--- config.mk ---
export PLATFORM = sky130hd
export DESIGN_NAME = css_startup
export DESIGN_NICKNAME = d
export VERILOG_FILES = /design/src/design/css_edge_sync.v /design/src/design/css_startup.v
export VERILOG_INCLUDE_DIRS = /design/src /design/src/design
export SDC_FILE = /design/constraint.sdc
export NUM_CORES = 1
export LEC_CHECK = 0
export BUFFER_PORTS_ARGS = -buffer_cell sky130_fd_sc_hd__buf_2
export CORE_UTILIZATION = 52
export DETAILED_ROUTE_END_ITERATION = 10
export PLACE_DENSITY = 0.72
export SLEW_MARGIN = 30
export SYNTH_ARGS = -nofsm -noshare
export SYNTH_HDL_FRONTEND = slang
export SYNTH_SLANG_ARGS = --single-unit
--- constraint.sdc ---
create_clock -name I_CORE_CLK -period 1.85 [get_ports I_CORE_CLK]
set_input_delay 0.0925 -clock I_CORE_CLK [delete_from_list [all_inputs] [get_ports I_CORE_CLK]]
set_output_delay 0.0925 -clock I_CORE_CLK [all_outputs]
set_load 0.01 [all_outputs]
--- src/design/css_consts.vh ---
// Constants for the configuration start-up sequencer
`ifndef CSS_CONSTS_VH
`define CSS_CONSTS_VH
// Master wait after init goes high, in us, and core clock rate in MHz
`define CSS_INIT_WAIT_US      300
`define CSS_CLK_MHZ           100
`define CSS_INIT_WAIT_CYC     (`CSS_INIT_WAIT_US * `CSS_CLK_MHZ)
// Start-up timing option codes (I_SU_OPTION)
`define CSS_OPT_OSC_FREE      2'h0
`define CSS_OPT_OSC_SYNC      2'h1
`define CSS_OPT_USR_FREE      2'h2
`define CSS_OPT_USR_SYNC      2'h3
// Option field positions: bit 1 selects user clock, bit 0 completion sync
`define CSS_OPT_USR_BIT       1
`define CSS_OPT_SYNC_BIT      0
// Default event steps: completion pin, output float, set/reset
`define CSS_STEP_DONE_DEF     2'h1
`define CSS_STEP_FLOAT_DEF    2'h2
`define CSS_STEP_GSR_DEF      2'h3
// Last start-up step number
`define CSS_STEP_LAST         3'h4
`endif

--- src/design/css_edge_sync.v ---
// Three-stage synchroniser with rising-edge output for one asynchronous input
`timescale 1ns/100ps
module css_edge_sync (
  input  wire I_CORE_CLK,
  input  wire I_RST_B,
  input  wire I_ASYNC,
  output reg  O_LEVEL,
  output wire O_RISE
);
  reg s1_q;
  reg s2_q;
  reg s3_q;
  // ****************************************
  // Synchroniser chain
  // ****************************************
  // Level updates only when stages two and three agree
  always @(posedge I_CORE_CLK) begin
    if (!I_RST_B) begin
      s1_q    <= 1'b0;
      s2_q    <= 1'b0;
      s3_q    <= 1'b0;
      O_LEVEL <= 1'b0;
    end else begin
      s1_q <= I_ASYNC;
      s2_q <= s1_q;
      s3_q <= s2_q;
      if (s2_q == s3_q) begin
        O_LEVEL <= s3_q;
      end
    end
  end
  assign O_RISE = I_RST_B & (s2_q == s3_q) & s3_q & ~O_LEVEL;
endmodule // css_edge_sync

--- src/design/css_startup.v ---
// Configuration start-up sequencer: mode capture, start gate, event ordering
`timescale 1ns/100ps
`include "css_consts.vh"
// Overview of operation
// - After init release, capture mode, then accept data
// - Master waits extra 300 us after init high
// - Start needs full memory and, unless express, exact length match
// - Non-express: store length count, count config clocks
// - Express: start once own data share received
// - Shared completion net holds all until everyone done; here only sync options wait on it
// - Unconnected completion pin: start when self configured
// - Sequence completion pin, output float, set/reset
// - Any event ordering selectable by options
// - Advance only on start-up clock until finished
// - Default: completion, outputs next clock, set/reset after
// - Clock by oscillator, or optionally user net
// - Completion pin open-drain low only, pull-up default
// - Sync options read completion pin, others ignore it
// - Express forces a completion-synchronous option
// - User-sync option stalls while pin held low
// - Set/reset drives flops to local set/reset state
// - Output float tri-states outputs except during EXTEST
module css_startup #(
  parameter                 INIT_WAIT_CYC = `CSS_INIT_WAIT_CYC,
  parameter                 LEN_W         = 24
) (
  input  wire               I_CORE_CLK,
  input  wire               I_RST_B,
  input  wire               I_INIT_B,
  input  wire [2:0]         I_MODE_PINS,
  input  wire               I_MASTER,
  input  wire               I_EXPRESS,
  input  wire               I_CFG_CLK_PULSE,
  input  wire               I_LEN_LOAD,
  input  wire [LEN_W-1:0]   I_LEN_VALUE,
  input  wire               I_MEM_FULL,
  input  wire               I_QUOTA_DONE,
  input  wire [1:0]         I_SU_OPTION,
  input  wire               I_PULLUP_DIS,
  input  wire [1:0]         I_STEP_DONE,
  input  wire [1:0]         I_STEP_FLOAT,
  input  wire [1:0]         I_STEP_GSR,
  input  wire               I_CONFIG_OSC_CLOCK,
  input  wire               I_USER_STARTUP_CLOCK,
  input  wire               I_DONE_PIN,
  input  wire               I_EXTEST,
  input  wire               I_LOCAL_SET_RESET,
  input  wire               I_FF_IS_SET,
  output reg  [2:0]         O_MODE,
  output reg                O_CFG_READY,
  output wire               O_DONE_OUT,
  output reg                O_DONE_OE_B,
  output reg                O_DONE_PULLUP,
  output reg                O_GLOBAL_OUTPUT_FLOAT,
  output reg                O_GLOBAL_SET_RESET,
  output reg                O_FF_FORCE,
  output reg                O_FF_VALUE,
  output reg                O_IO_HIZ,
  output reg                O_FINISHED,
  output reg  [2:0]         O_STEP
);
  // ****************************************
  // States
  // ****************************************
  localparam [2:0] ST_CLEAR  = 3'h0;
  localparam [2:0] ST_WAIT   = 3'h1;
  localparam [2:0] ST_LOAD   = 3'h2;
  localparam [2:0] ST_SEQ    = 3'h3;
  localparam [2:0] ST_FINISH = 3'h4;

  reg  [2:0]       state_q;
  reg  [2:0]       state_d;
  reg  [31:0]      wait_q;
  reg  [LEN_W-1:0] len_q;
  reg  [LEN_W-1:0] cnt_q;
  reg  [1:0]       opt_q;
  reg  [2:0]       step_q;
  reg              done_oe_b_d;
  reg              float_d;
  reg              gsr_d;
  wire [2:0]       mode_lvl;
  wire             init_hi;
  wire             init_rise;
  wire             osc_lvl;
  wire             osc_rise;
  wire             usr_lvl;
  wire             usr_rise;
  wire             done_lvl;
  wire             su_tick;
  wire             use_sync;
  wire             start_ok;
  wire             stall;

  // Released when the current step has reached the programmed step
  function released;
    input [2:0] step;
    input [1:0] at;
    begin
      released = (step >= {1'b0, at});
    end
  endfunction

  // ****************************************
  // Input synchronisers
  // ****************************************
  css_edge_sync u_init_sync (
    .I_CORE_CLK (I_CORE_CLK),
    .I_RST_B    (I_RST_B),
    .I_ASYNC    (I_INIT_B),
    .O_LEVEL    (init_hi),
    .O_RISE     (init_rise)
  );
  css_edge_sync u_osc_sync (
    .I_CORE_CLK (I_CORE_CLK),
    .I_RST_B    (I_RST_B),
    .I_ASYNC    (I_CONFIG_OSC_CLOCK),
    .O_LEVEL    (osc_lvl),
    .O_RISE     (osc_rise)
  );
  css_edge_sync u_usr_sync (
    .I_CORE_CLK (I_CORE_CLK),
    .I_RST_B    (I_RST_B),
    .I_ASYNC    (I_USER_STARTUP_CLOCK),
    .O_LEVEL    (usr_lvl),
    .O_RISE     (usr_rise)
  );
  css_edge_sync u_done_sync (
    .I_CORE_CLK (I_CORE_CLK),
    .I_RST_B    (I_RST_B),
    .I_ASYNC    (I_DONE_PIN),
    .O_LEVEL    (done_lvl),
    .O_RISE     ()
  );
  // Mode pins are static well before init rises, so a bitwise
  // sync cannot capture a torn mode
  css_edge_sync u_mode0_sync (
    .I_CORE_CLK (I_CORE_CLK),
    .I_RST_B    (I_RST_B),
    .I_ASYNC    (I_MODE_PINS[0]),
    .O_LEVEL    (mode_lvl[0]),
    .O_RISE     ()
  );
  css_edge_sync u_mode1_sync (
    .I_CORE_CLK (I_CORE_CLK),
    .I_RST_B    (I_RST_B),
    .I_ASYNC    (I_MODE_PINS[1]),
    .O_LEVEL    (mode_lvl[1]),
    .O_RISE     ()
  );
  css_edge_sync u_mode2_sync (
    .I_CORE_CLK (I_CORE_CLK),
    .I_RST_B    (I_RST_B),
    .I_ASYNC    (I_MODE_PINS[2]),
    .O_LEVEL    (mode_lvl[2]),
    .O_RISE     ()
  );

  // ****************************************
  // Start-up clock and gating
  // ****************************************
  // Start-up clock is seen as a rising-edge tick; core clock must be
  // well above four times the start-up clock rate for no edge to be missed
  assign su_tick  = opt_q[`CSS_OPT_USR_BIT] ? usr_rise : osc_rise;
  assign use_sync = opt_q[`CSS_OPT_SYNC_BIT];
  // Pin is only looked at once our own driver has let go; a floating
  // pin reads high through the pull-up, so a lone device proceeds
  assign stall    = use_sync & released(step_q, I_STEP_DONE) & ~done_lvl;
  assign start_ok = I_MEM_FULL &
                    (I_EXPRESS ? I_QUOTA_DONE : (cnt_q == len_q));

  // ****************************************
  // Sequencer
  // ****************************************
  always @* begin
    state_d = state_q;
    case (state_q)
      ST_CLEAR: begin
        if (init_rise) begin
          state_d = I_MASTER ? ST_WAIT : ST_LOAD;
        end
      end
      ST_WAIT: begin
        if (wait_q >= INIT_WAIT_CYC - 1) begin
          state_d = ST_LOAD;
        end
      end
      ST_LOAD: begin
        if (start_ok) begin
          state_d = ST_SEQ;
        end
      end
      ST_SEQ: begin
        if (su_tick && !stall && step_q == `CSS_STEP_LAST - 3'h1) begin
          state_d = ST_FINISH;
        end
      end
      ST_FINISH: state_d = ST_FINISH;
      default:   state_d = ST_CLEAR;
    endcase
  end

  always @(posedge I_CORE_CLK) begin
    if (!I_RST_B) begin
      state_q     <= ST_CLEAR;
      wait_q      <= 32'h0;
      len_q       <= {LEN_W{1'b0}};
      cnt_q       <= {LEN_W{1'b0}};
      opt_q       <= `CSS_OPT_OSC_FREE;
      step_q      <= 3'h0;
      O_MODE      <= 3'h0;
      O_CFG_READY <= 1'b0;
    end else begin
      state_q <= state_d;
      if (state_q == ST_CLEAR && init_rise) begin
        O_MODE <= mode_lvl;
        cnt_q  <= {LEN_W{1'b0}};
        wait_q <= 32'h0;
      end
      if (state_q == ST_WAIT) begin
        wait_q <= wait_q + 32'h1;
      end
      O_CFG_READY <= (state_d == ST_LOAD);
      if (state_q == ST_LOAD) begin
        if (I_LEN_LOAD && !I_EXPRESS) begin
          len_q <= I_LEN_VALUE;
        end
        if (I_CFG_CLK_PULSE && !I_EXPRESS) begin
          cnt_q <= cnt_q + {{(LEN_W-1){1'b0}}, 1'b1};
        end
        if (start_ok) begin
          // Express may not run free of the completion pin
          opt_q <= I_EXPRESS ? (I_SU_OPTION | `CSS_OPT_OSC_SYNC) : I_SU_OPTION;
          step_q <= 3'h0;
        end
      end
      if (state_q == ST_SEQ && su_tick && !stall) begin
        step_q <= step_q + 3'h1;
      end
    end
  end

  // ****************************************
  // Event next values
  // ****************************************
  // Steps are zero for "never held"; defaults give completion, float,
  // then set/reset one start-up clock apart
  always @* begin
    done_oe_b_d = 1'b0;
    float_d     = 1'b1;
    gsr_d       = 1'b1;
    case (state_q)
      ST_SEQ: begin
        done_oe_b_d = released(step_q, I_STEP_DONE);
        float_d     = ~released(step_q, I_STEP_FLOAT);
        gsr_d       = ~released(step_q, I_STEP_GSR);
      end
      ST_FINISH: begin
        done_oe_b_d = 1'b1;
        float_d     = 1'b0;
        gsr_d       = 1'b0;
      end
      default: begin
        done_oe_b_d = 1'b0;
        float_d     = 1'b1;
        gsr_d       = 1'b1;
      end
    endcase
  end

  // ****************************************
  // Event outputs
  // ****************************************
  always @(posedge I_CORE_CLK) begin
    if (!I_RST_B) begin
      O_DONE_OE_B           <= 1'b0;
      O_DONE_PULLUP         <= 1'b1;
      O_GLOBAL_OUTPUT_FLOAT <= 1'b1;
      O_GLOBAL_SET_RESET    <= 1'b1;
      O_FF_FORCE            <= 1'b1;
      O_FF_VALUE            <= 1'b0;
      O_IO_HIZ              <= 1'b1;
      O_FINISHED            <= 1'b0;
      O_STEP                <= 3'h0;
    end else begin
      O_DONE_PULLUP <= ~I_PULLUP_DIS;
      O_STEP        <= step_q;
      O_FINISHED    <= (state_q == ST_FINISH);
      O_DONE_OE_B           <= done_oe_b_d;
      O_GLOBAL_OUTPUT_FLOAT <= float_d;
      O_GLOBAL_SET_RESET    <= gsr_d;
      O_FF_FORCE <= O_GLOBAL_SET_RESET | I_LOCAL_SET_RESET;
      O_FF_VALUE <= I_FF_IS_SET;
      O_IO_HIZ   <= O_GLOBAL_OUTPUT_FLOAT & ~I_EXTEST;
    end
  end

  // Open-drain completion pin only ever drives low
  assign O_DONE_OUT = 1'b0;
endmodule // css_startup

==> metrics.md, run 1 <==
| Metric | Value |
|---|---|
| Status | finished, violations left |
| Failing checks | negative setup slack |
| Hold slack final | 0.0645 ns |
| Synthesis warning total | 0 |
| Number of vias per cell | 5.61 |
| Setup ws final | -0.0238 ns |
| Largest net degree at the start of global routing | 41 |
| DRT Pass-1 Iters | 5 |
| Die width | 107 µm |
| Post-synth EDFFs | 0 |
| Clk pwr share | 0.532 |
| Detailed Route Iter0 Violations | 429 |
| Routed Antenna Nets | 0 |
| Routability Congestion | 0.898 |
| Post-Syn Instances | 669 |
| Hold Vio Cnt, Final | 0 |
| CTS tree | yes |
| Setup violators final | 3 |
| Tmin final | 1.87 ns |
| Total number of vias | 5527 |
| Max-slew violations | 0 |
| H-tree levels | 4 |
| Mapped Avg Cell Area | 8.58 µm² |
| Share of layout cells above drive strength 1 | 0.265 |
| Switching portion of total power | 0.201 |
| CP Max Fanout | 8 |
| Final wirelength | 15.6 mm |
| CP arrival | 2.31 ns |
| Sum Neg Setup Slack | -0.0404 ns |
| P per Cell Area | 841 mW/mm² |
| Fin area | 0.00789 mm² |
| P_int | 5300 µW |
| CTS Root Cell | clkbuf_8 |
| Initial antenna violation count | 0 |
| Vias in the first global route | 5202 |
| Rows | 37 |
| Die Y | 107 µm |
| DP Area | 0.00656 mm² |
| Crit path kind | reg2reg |
| DRC Markers | 0 |
| Fin nets | 897 |
| Io pins | 67 |
| Synthesized net count | 730 |
| Wirelength per Cell | 15.8 µm |
| Area Overhead vs Synth | 37.5% |
| GRT Resource Usage Total | 0.273 |
| Combinational power share | 0.038 |
| Clock tree buffer depth | 2 |
| Clock Sinks | 131 |
| Max Cap Viol | 0 |
| Clk_lat worst skew | 0.54 ns |
| Max Fclk | 534 MHz |
| Flop pwr share | 0.430 |
| Net switching power | 1330 µW |
| Crit path required time | 2.28 ns |
| Startpoint types | flip-flop |
| Seq/Total Area, Yosys | 0.457 |
| Antenna Cells | 0 |
| Worst Hold Class | in2reg |
| Initial Util | 0.546 |
| DP Wirelength | 9.77 mm |
| Layout fillers | 715 |
| Mapped Area | 0.00574 mm² |
| Worst setup EP type | flip-flop |
| Flop2flop setup slack | -0.02 ns |
| Ys async rst share | 0 |
| First-pass GRT wire length | 24.2 mm |
| P_leak | 0.00321 µW |
| Dominant synthesized flop cell | dfxtp_1 |
| CTS buffer count | 17 |
| Total gr overflow | 0 |
| Die area | 0.0115 mm² |
| Clock-pin slew on the worst setup and hold paths | 0.06 ns |
| Final period util | 1.01 |
| VDD IR max | 682 µV |
| Clk_skew | 0.00688 ns |
| I/O Buffers | 65 |
| Core area | 0.0105 mm² |
| Synth cell types | 56 |
| Unrepaired setup endpoints after global routing | yes |
| Synthesis-stage register bit count | 131 |
registers in the layout, indices dropped and copies added, names as in the netlist, 2 cells and up:
| signal | cells |
|---|---|
| wait_q | 32 |
| cnt_q | 24 |
| len_q | 24 |
| O_MODE | 3 |
| O_STEP | 3 |
| state_q | 3 |
| step_q | 3 |
| opt_q | 2 |
cell usage after synthesis, types with 3 or more instances:
master | n | area share
or4_1 | 3 | 0.0039
buf_1 | 3 | 0.0020
o22ai_1 | 3 | 0.0033
or2_2 | 4 | 0.0044
nor2_1 | 51 | 0.033
or3_1 | 11 | 0.012
xnor2_1 | 16 | 0.024
nand2_1 | 99 | 0.065
xor2_1 | 19 | 0.029
nand3_1 | 32 | 0.028
and3_1 | 15 | 0.016
o211ai_1 | 13 | 0.017
clkbuf_1 | 21 | 0.014
a21oi_1 | 62 | 0.054
mux2_2 | 10 | 0.020
buf_6 | 3 | 0.0059
ha_1 | 10 | 0.022
nand4_1 | 20 | 0.022
and2_1 | 33 | 0.036
nand2b_1 | 9 | 0.0098
nor3_1 | 6 | 0.0052
inv_1 | 16 | 0.010
o21ai_0 | 20 | 0.017
a31oi_1 | 4 | 0.0044
mux2i_1 | 4 | 0.0070
o41ai_1 | 3 | 0.0046
nand3b_1 | 3 | 0.0039
nor4_1 | 7 | 0.0076
a211oi_1 | 3 | 0.0039
dfxtp_1 | 131 | 0.46
cell usage in the layout, fill, tap and decap left out, types with 3 or more instances in the layout:
cell type,count
a21oi_1,60
a31oi_1,3
and2_1,32
and3_1,14
buf_2,65
buf_4,67
bufinv_16,4
clkbuf_16,17
clkbuf_8,5
clkinv_2,7
dfxtp_1,121
dfxtp_2,9
dlygate4sd3_1,43
ha_1,9
inv_1,15
mux2_2,10
mux2i_1,4
nand2_1,98
nand2b_1,8
nand3_1,30
nand3b_1,3
nand4_1,20
nor2_1,51
nor3_1,4
nor4_1,5
o211ai_1,13
o21ai_0,18
o22ai_1,3
or2_2,4
or3_1,11
or4_4,3
xnor2_1,16
xor2_1,19
kinds of logic after synthesis:
logic type	after synthesis	share of synthesized area
buffers and inverters	47	0.0364
xor gates and xnor gates	35	0.0534
AOI/OAI and AO/OA	121	0.123
other	1	0.000653
and+or+nand+nor	310	0.281
muxes	14	0.0266
adders and majority gates	10	0.0218
DFF	131	0.457
per-stage QoR:
step	worst slack, ns	util	total power (µW)	std cells
after global placement	-0.0103	0.624	3080	897
after detailed placement	-0.0783	0.624	3080	897
after floorplan	-0.00523	-	2980	669
after CTS	-0.0251	0.730	6650	975
after global routing	-0.137	0.751	6820	985
final	-0.0238	0.751	6630	985
layer usage:
| metal | share of wire | GRT usage |
|---|---|---|
| met1 | 0.44 | 0.349 |
| met5 | 0 | 0 |
| met4 | 0.022 | 0.0949 |
| met3 | 0.066 | 0.0717 |
| met2 | 0.47 | 0.444 |
power by group through the flow:
stage                     Combinational (µW)  Clock, µW  Sequential, µW
final                                    252       3530            2850
after detailed placement                 170          0            2910
after global routing                     271       3700            2850
after floorplan                         68.6          0            2910
after global placement                   164          0            2910
after CTS                                241       3560            2850
worst max-delay path: stages (launching register included):
cell      delay (ns)
dfxtp_4         0.36
or3b_4          0.45
nor2_4          0.22
nand3_1         0.21
o211ai_1        0.26
o31ai_1         0.10
and2_1          0.17
final cells by class:
class                      count  area [µm²]  area share
clock buffer                  21         469      0.0595
clock inverter                11         155      0.0197
inverter                      16        60.1     0.00761
multi-input combinational    491        3060       0.388
sequential                   131        2640       0.334
tap                          136         170      0.0216
timing repair buffer         179        1340       0.169
what timing repair did:
action                                  4_1_cts  5_1_grt
gates resized for setup                      11       33
buffers inserted                              3        9
endpoints found under the hold margin        41        0
endpoints found under the setup margin       15       50
gates cloned                                  0        1
pin swaps                                     6       22
hold buffers                                 43        0
path summary, 6_finish.rpt:
path / start / endpoint / cells after the start
setup / recovery: state_q[1] / wait_q[17] / 6
hold / removal: I_EXPRESS / O_CFG_READY / 3
setup reg to reg: state_q[1] / wait_q[17] / 6
hold reg to reg: u_mode1_sync.s1_q / u_mode1_sync.s2_q / 1
Note: power is estimated with default switching activity, not from simulation.
==> run 2: changes to the inputs <==
Settings changed: BUFFER_PORTS_ARGS -buffer_cell sky130_fd_sc_hd__buf_2 to default, CORE_ASPECT_RATIO from default to 0.6, CORE_UTILIZATION 52 to 57, DONT_BUFFER_PORTS from default to 1.
==> run 2 against run 1 <==
  * Wire length is 9.1% higher
  * First-iteration DRC count grew 25%
  * The run still ends with negative setup slack left
  * Sequential share of layout area increased by 0.68 points
  * Highest routed layer unchanged
  * Hold slack got worse by 0.055 ns
  * Critical path depth is 1 lower
  * Utilization is 6.8 points higher
  * Largest cell class unchanged
  * Sequential cell count unchanged
  * Critical endpoint is now wait_q[31]
==> metrics.md, run 2 (same netlist as run 1, synthesis figures left out) <==
| Metric | Value |
|---|---|
| Status | finished, violations left |
| Failing checks | negative setup slack |
| Setup ws final | -0.209 ns (-0.185 ns) |
| Total power | 6840 µW (+3.1%) |
| Post-layout util | 0.819 (+0.0683) |
| CP Max Fanout | 7 (-1) |
| Number of vias per cell | 6.01 (+7.0%) |
| Initial Util | 0.607 (+0.0606) |
| H-tree levels | 4 (unchanged) |
| Inst Count DP | 825 (-8.0%) |
| Die area | 0.0105 mm² (-8.5%) |
| CTS buffer count | 17 (unchanged) |
| Total number of vias | 5502 (-0.45%) |
| VDD IR max | 768 µV (+13%) |
| Hold path cells | 3 (unchanged) |
| Unrepaired setup endpoints after global routing | yes |
| DP Worst Slack | -0.178 ns (-0.100 ns) |
| Clock-pin slew on the worst setup and hold paths | 0.05 ns (about the same) |
| P_leak | 0.00299 µW (-6.8%) |
| Fin nets | 835 (-6.9%) |
| Max Fclk | 486 MHz (-9.0%) |
| Slew @ Worst Pin | 0.657 ns |
| Worst Hold Class | in2reg |
| First-pass GRT wire length | 25.8 mm (+6.4%) |
| DP Wirelength | 9.71 mm (-0.61%) |
| P per Cell Area | 882 mW/mm² (+5.0%) |
| I/O Buffers | 0 (-100%) |
| Vias in the first global route | 5199 (-0.058%) |
| Total gr overflow | 0 (unchanged) |
| Clk_skew | 0.00809 ns (+0.00122 ns) |
| Rel. slew slack | 0.556 |
| Biggest register | wait_q |
| Die Y | 79.7 µm (-26%) |
| FF-to-FF Start | state_q[0] |
| Layout fillers | 540 (-24%) |
| Worst setup EP type | flip-flop |
| Most frequent cells in the layout | dfxtp_1 (121), nand2_1 (98), a21oi_1 (59) |
| Area Overhead vs Synth | 35.0% |
| Crit path kind | reg2reg |
| Tmin final | 2.06 ns (+0.185 ns) |
| Largest net degree at the start of global routing | 39 (-4.9%) |
| DRC Markers | 0 (unchanged) |
| Die width | 132 µm (+23%) |
| Io pins | 67 (unchanged) |
| Biggest regs | wait_q: 32 flops, cnt_q: 24 flops, len_q: 24 flops |
| Crit path from | state_q[0] |
| Final period util | 1.11 (+0.0999) |
| Rows | 27 (-27%) |
| R2R depth | 5 (-1) |
| Share of layout cells above drive strength 1 | 0.206 (-0.0589) |
| CP arrival | 2.34 ns (+0.03 ns) |
| GRT Resource Usage Total | 0.315 (+0.0419) |
| Most common cell after layout, fill and taps aside | dfxtp_1 |
| Wirelength per Cell | 18.5 µm (+17%) |
| Max-slew violations | 0 (unchanged) |
| Startpoint types | flip-flop |
| Setup violators final | 1 (-2) |
| Routed Antenna Nets | 0 (unchanged) |
| Layout Cells excl Fill | 916 (-7.0%) |
| Antenna Cells | 0 (unchanged) |
| Crit path required time | 2.13 ns (-0.15 ns) |
| CP Capture Point | wait_q[31] |
| Core area | 0.00946 mm² (-10%) |
| Flop2flop setup slack | -0.21 ns (-0.18 ns) |
| Detailed Route Iter0 Violations | 537 (+25%) |
| CTS Root Cell | clkbuf_16 |
| Max Cap Viol | 0 (unchanged) |
| Clock tree buffer depth | 2 (unchanged) |
| FF-to-FF End | wait_q[31] |
| Initial antenna violation count | 0 (unchanged) |
| Hold Crit Start | I_CFG_CLK_PULSE |
| Max reg flops | 32 (unchanged) |
| DRT Pass-1 Iters | 5 (unchanged) |
| Clock Sinks | 131 (unchanged) |
| Hold Vio Cnt, Final | 0 (unchanged) |
| Routability Congestion | 0.835 (-7.1%) |
| Clk_lat worst skew | 0.42 ns (-0.12 ns) |
| CTS tree | yes |
| Final wirelength | 17.0 mm (+9.1%) |
run 2: worst min-delay path by stage:
stage and endpoint:
6_report cnt_q[1], 5_1_grt cnt_q[2], 4_1_cts cnt_q[1], 3_5_place_dp O_DONE_PULLUP
3_3_place_gp O_DONE_PULLUP, 2_1_floorplan O_DONE_PULLUP
run 2: worst max-delay path, cell delays in order, from the launching register on:
cell and delay, ns:
dfxtp_4 0.40, or3b_4 0.45, nor2_4 0.23, nand4_4 0.16, o311ai_0 0.60, a21oi_2 0.09
run 2: metal layers:
layer | global-route usage | vias to the layer above | share of wire
met2 | 0.512 | 294 | 0.46
met5 | 0 | - | 0
met3 | 0.0705 | 53 | 0.084
met4 | 0.122 | 0 | 0.026
li1 | - | 2540 | -
met1 | 0.410 | 2615 | 0.43
run 2: timing repair:
item,4_1_cts,5_1_grt
pin swaps,4,26
cloned,0,3
hold buffers,52,0
buffers inserted,2,4
endpoints found under the hold margin,79,0
resized for setup,10,49
setup endpoints to repair,20,58
run 2: cell type report:
| type | instances | area, µm² | area share |
|---|---|---|---|
| clock buffers | 21 | 450 | 0.0581 |
| well taps | 130 | 163 | 0.0210 |
| repair buffers | 117 | 1120 | 0.144 |
| inverters | 16 | 60.1 | 0.00775 |
| clock inverters | 10 | 205 | 0.0265 |
| flip-flops and latches | 131 | 2640 | 0.341 |
| multi-input cells | 491 | 3110 | 0.401 |
run 2: stage by stage:
| stage | cell area [µm²] | hold slack [ns] | TNS, ns |
|---|---|---|---|
| 6_report | 7750 | 0.00928 | -0.209 |
| 5_1_grt | 7750 | 0.0615 | -1.04 |
| 4_1_cts | 7460 | 0.00230 | -0.0565 |
| 3_5_place_dp | 6230 | 0.173 | -1.26 |
| 3_3_place_gp | 6230 | 0.164 | -0.363 |
| 2_1_floorplan | 5750 | 0.162 | -0.00523 |
run 2: power by group:
group | leakage, µW | switching (µW) | total [µW] | internal (µW)
Combinational | 0.00161 | 93.5 | 207 | 114
Clock | 0.000313 | 1230 | 3780 | 2550
Sequential | 0.00107 | 11.9 | 2850 | 2840
Total | 0.00299 | 1330 | 6840 | 5500
==> run 3: changes to the inputs <==
--- a/config.mk
+++ b/config.mk
@@ -7,8 +7,8 @@
 export NUM_CORES = 1
 export LEC_CHECK = 0
+export BUFFER_PORTS_ARGS = -buffer_cell sky130_fd_sc_hd__buf_2
 export CORE_ASPECT_RATIO = 0.6
-export CORE_UTILIZATION = 57
+export CORE_UTILIZATION = 52
 export DETAILED_ROUTE_END_ITERATION = 10
-export DONT_BUFFER_PORTS = 1
 export PLACE_DENSITY = 0.72
 export SLEW_MARGIN = 30
==> constraint.sdc (replaced) <==
create_clock -name I_CORE_CLK -period 1.85 [get_ports I_CORE_CLK]
set_input_delay 0.37 -clock I_CORE_CLK [delete_from_list [all_inputs] [get_ports I_CORE_CLK]]
set_output_delay 0.37 -clock I_CORE_CLK [all_outputs]
set_load 0.01 [all_outputs]
==> run 3 against run 2 <==
  * The run still ends with negative setup slack left
  * Critical path type unchanged
  * Sequential share of layout area increased by 0.98 points
  * Design area decreased by 3.2%
  * Hold slack improved by 0.098 ns
  * Register-to-register slack improved by 0.16 ns
  * Final cell count increased by 3.3%
  * Largest power group unchanged
  * Sequential cell count unchanged
  * Utilization decreased by 12 points
  * Critical path depth unchanged
  * Power decreased by 7.0%
  * Highest routed layer unchanged
  * Maximum frequency increased by 8.7%
==> metrics.md, run 3 (same netlist as run 1, synthesis figures left out) <==
| Metric | Value |
|---|---|
| Layout Cells excl Fill | 946 (+3.3%) |
| Biggest register | wait_q |
| Initial antenna violation count | 0 (unchanged) |
| Setup ws final | -0.0440 ns (+0.165 ns) |
| Die width | 138 µm (+4.6%) |
| Combined buffer and inverter count along the critical path | 0 (unchanged) |
| CP Max Fanout | 5 (-2) |
| Wirelength per Cell | 15.7 µm (-15%) |
| CTS tree | yes |
| Slowest library cell on the worst path | or4_4 |
| Area Overhead vs Synth | 30.6% |
| Crit path max-delay family | simple AND/OR/NAND/NOR gates |
| Post-layout util | 0.703 (-0.116) |
| Crit path kind | reg2reg |
| Status | finished, violations left |
| Share of layout cells above drive strength 1 | 0.283 (+0.0764) |
| Inst Count DP | 903 (+9.5%) |
| Most frequent cells in the layout | dfxtp_1 (127), nand2_1 (99), buf_2 (65) |
| Hold endpoint | O_DONE_PULLUP |
| R2R depth | 5 (unchanged) |
| Flop pwr share | 0.449 (+0.032) |
| CTS Root Cell | clkbuf_16 |
| GRT Resource Usage Total | 0.265 (-0.0498) |
| Largest net degree at the start of global routing | 35 (-10%) |
| Max reg flops | 32 (unchanged) |
| Clk pwr share | 0.524 (-0.028) |
| Slew @ Worst Pin | 0.593 ns (-0.0643 ns) |
| Total number of vias | 5297 (-3.7%) |
| Hold Vio Cnt, Final | 0 (unchanged) |
| Hold path cells | 2 (-1) |
| P_int | 4970 µW (-9.7%) |
| Hold Crit Start | I_PULLUP_DIS |
| Max Cap Viol | 0 (unchanged) |
| First-pass GRT wire length | 23.5 mm (-8.9%) |
| CP max stage delay | 0.53 ns (-0.07 ns) |
| Io pins | 67 (unchanged) |
| H-tree levels | 4 (unchanged) |
| Setup violators final | 4 (+3) |
| Max-slew violations | 0 (unchanged) |
| Final period util | 1.02 (-0.0890) |
| Die Y | 83.4 µm (+4.6%) |
| DRT Pass-1 Iters | 5 (unchanged) |
| VDD IR max | 650 µV (-15%) |
| Unrepaired setup endpoints after global routing | yes |
| Vias in the first global route | 4874 (-6.3%) |
| Startpoint types | flip-flop |
| Switching portion of total power | 0.218 (+0.0229) |
| Clock Sinks | 131 (unchanged) |
| Failing checks | negative setup slack |
| Worst Hold Class | in2reg |
| Register area | 0.00263 mm² (-0.47%) |
| P per Cell Area | 848 mW/mm² (-3.9%) |
| Fin nets | 855 (+2.4%) |
| Rows | 29 (+7.4%) |
| Crit path required time | 2.20 ns (+0.07 ns) |
| Combinational power share | 0.027 (-0.003) |
| CP arrival | 2.25 ns (-0.09 ns) |
| Detailed Route Iter0 Violations | 270 (-50%) |
| Max Fclk | 528 MHz (+8.7%) |
| Total gr overflow | 0 (unchanged) |
| Initial Util | 0.538 (-0.0687) |
| P_leak | 0.00297 µW (-0.72%) |
| Biggest regs | wait_q: 32 flops, cnt_q: 24 flops, len_q: 24 flops |
| Flop2flop setup slack | -0.04 ns (+0.16 ns) |
| Routability Congestion | 0.884 (+5.8%) |
| Clk_lat worst skew | 0.42 ns (about the same) |
| CTS Hold Bufs | 0 (-100%) |
| Antenna Cells | 0 (unchanged) |
| DRC Markers | 0 (unchanged) |
| Footprint of the multi-input gates | 0.00311 mm² (about the same) |
| FF-to-FF Start | state_q[2] |
| DP Wirelength | 9.82 mm (+1.1%) |
| CTS buffer count | 17 (unchanged) |
| Clock-pin slew on the worst setup and hold paths | 0.06 ns (about the same) |
| Net switching power | 1380 µW (+3.9%) |
| Rel. slew slack | 0.604 (+0.0476) |
| Clock tree buffer depth | 2 (unchanged) |
| Layout fillers | 803 (+49%) |
| Die area | 0.0115 mm² (+9.4%) |
| Routed Antenna Nets | 0 (unchanged) |
| Final wirelength | 14.8 mm (-13%) |
| Number of vias per cell | 5.60 (-6.8%) |
| FF-to-FF End | wait_q[31] |
| Most common cell after layout, fill and taps aside | dfxtp_1 |
| I/O Buffers | 65 (+65) |
| Tmin final | 1.89 ns (-0.165 ns) |
| Worst path cell trace | or3b_4 > nor2_4 > nand4_4 > or4_4 > a21oi_2 |
| Clk_skew | 0.00875 ns (+0.000652 ns) |
| Core area | 0.0107 mm² (+13%) |
| Worst setup EP type | flip-flop |
==> run 3: layer usage <==
metal / share of wire / routed length, µm / global-route usage
met1: 0.46 / 6870 / 0.363
met2: 0.46 / 6900 / 0.404
met3: 0.065 / 970 / 0.0696
met4: 0.0071 / 106 / 0.0829
met5: 0 / 0 / 0
==> run 3: worst max path at each step <==
stage / start / endpoint / slack, ns / cells past startpoint
CTS: state_q[0] / opt_q[0] / -0.05 / 8
floorplan: state_q[2] / wait_q[22] / -0.005 / 7
global placement: I_STEP_DONE[0] / O_CFG_READY / -0.15 / 8
global route: state_q[0] / opt_q[1] / -0.18 / 9
finish: state_q[2] / wait_q[31] / -0.04 / 5
detailed placement: I_STEP_DONE[0] / O_CFG_READY / -0.18 / 8
==> run 3: power groups by stage <==
stage                     Clock (µW)  Combinational [µW]  Sequential [µW]
after floorplan                    0                68.6             2910
after global placement             0                 162             2910
after detailed placement           0                 165             2910
after CTS                       3380                 168             2850
after global routing            3540                 188             2850
final                           3330                 171             2850
==> run 3: metrics by stage <==
step / hold slack [ns] / TNS [ns] / total power (µW) / setup slack (ns) / cell area, µm²
2_1_floorplan: 0.412 / -0.00523 / 2980 / -0.00523 / 5750
3_3_place_gp: 0.417 / -0.469 / 3080 / -0.145 / 6600
3_5_place_dp: 0.420 / -0.845 / 3080 / -0.184 / 6600
4_1_cts: 0.0944 / -0.0558 / 6400 / -0.0463 / 7220
5_1_grt: 0.110 / -1.35 / 6580 / -0.175 / 7500
6_report: 0.107 / -0.0838 / 6360 / -0.0440 / 7500
==> run 3: layout make-up <==
| class | instances | area share |
|---|---|---|
| Multi-Input combinational cell | 491 | 0.415 |
| Sequential cell | 131 | 0.351 |
| Timing Repair Buffer | 137 | 0.124 |
| Clock buffer | 20 | 0.0609 |
| Tap cell | 139 | 0.0232 |
| Clock inverter | 12 | 0.0177 |
| Inverter | 16 | 0.00801 |
==> run 3: timing repair <==
action                     CTS  global route
resized for setup            8            46
pin swaps                    4            23
buffers inserted             1            10
setup endpoints to repair   26            34
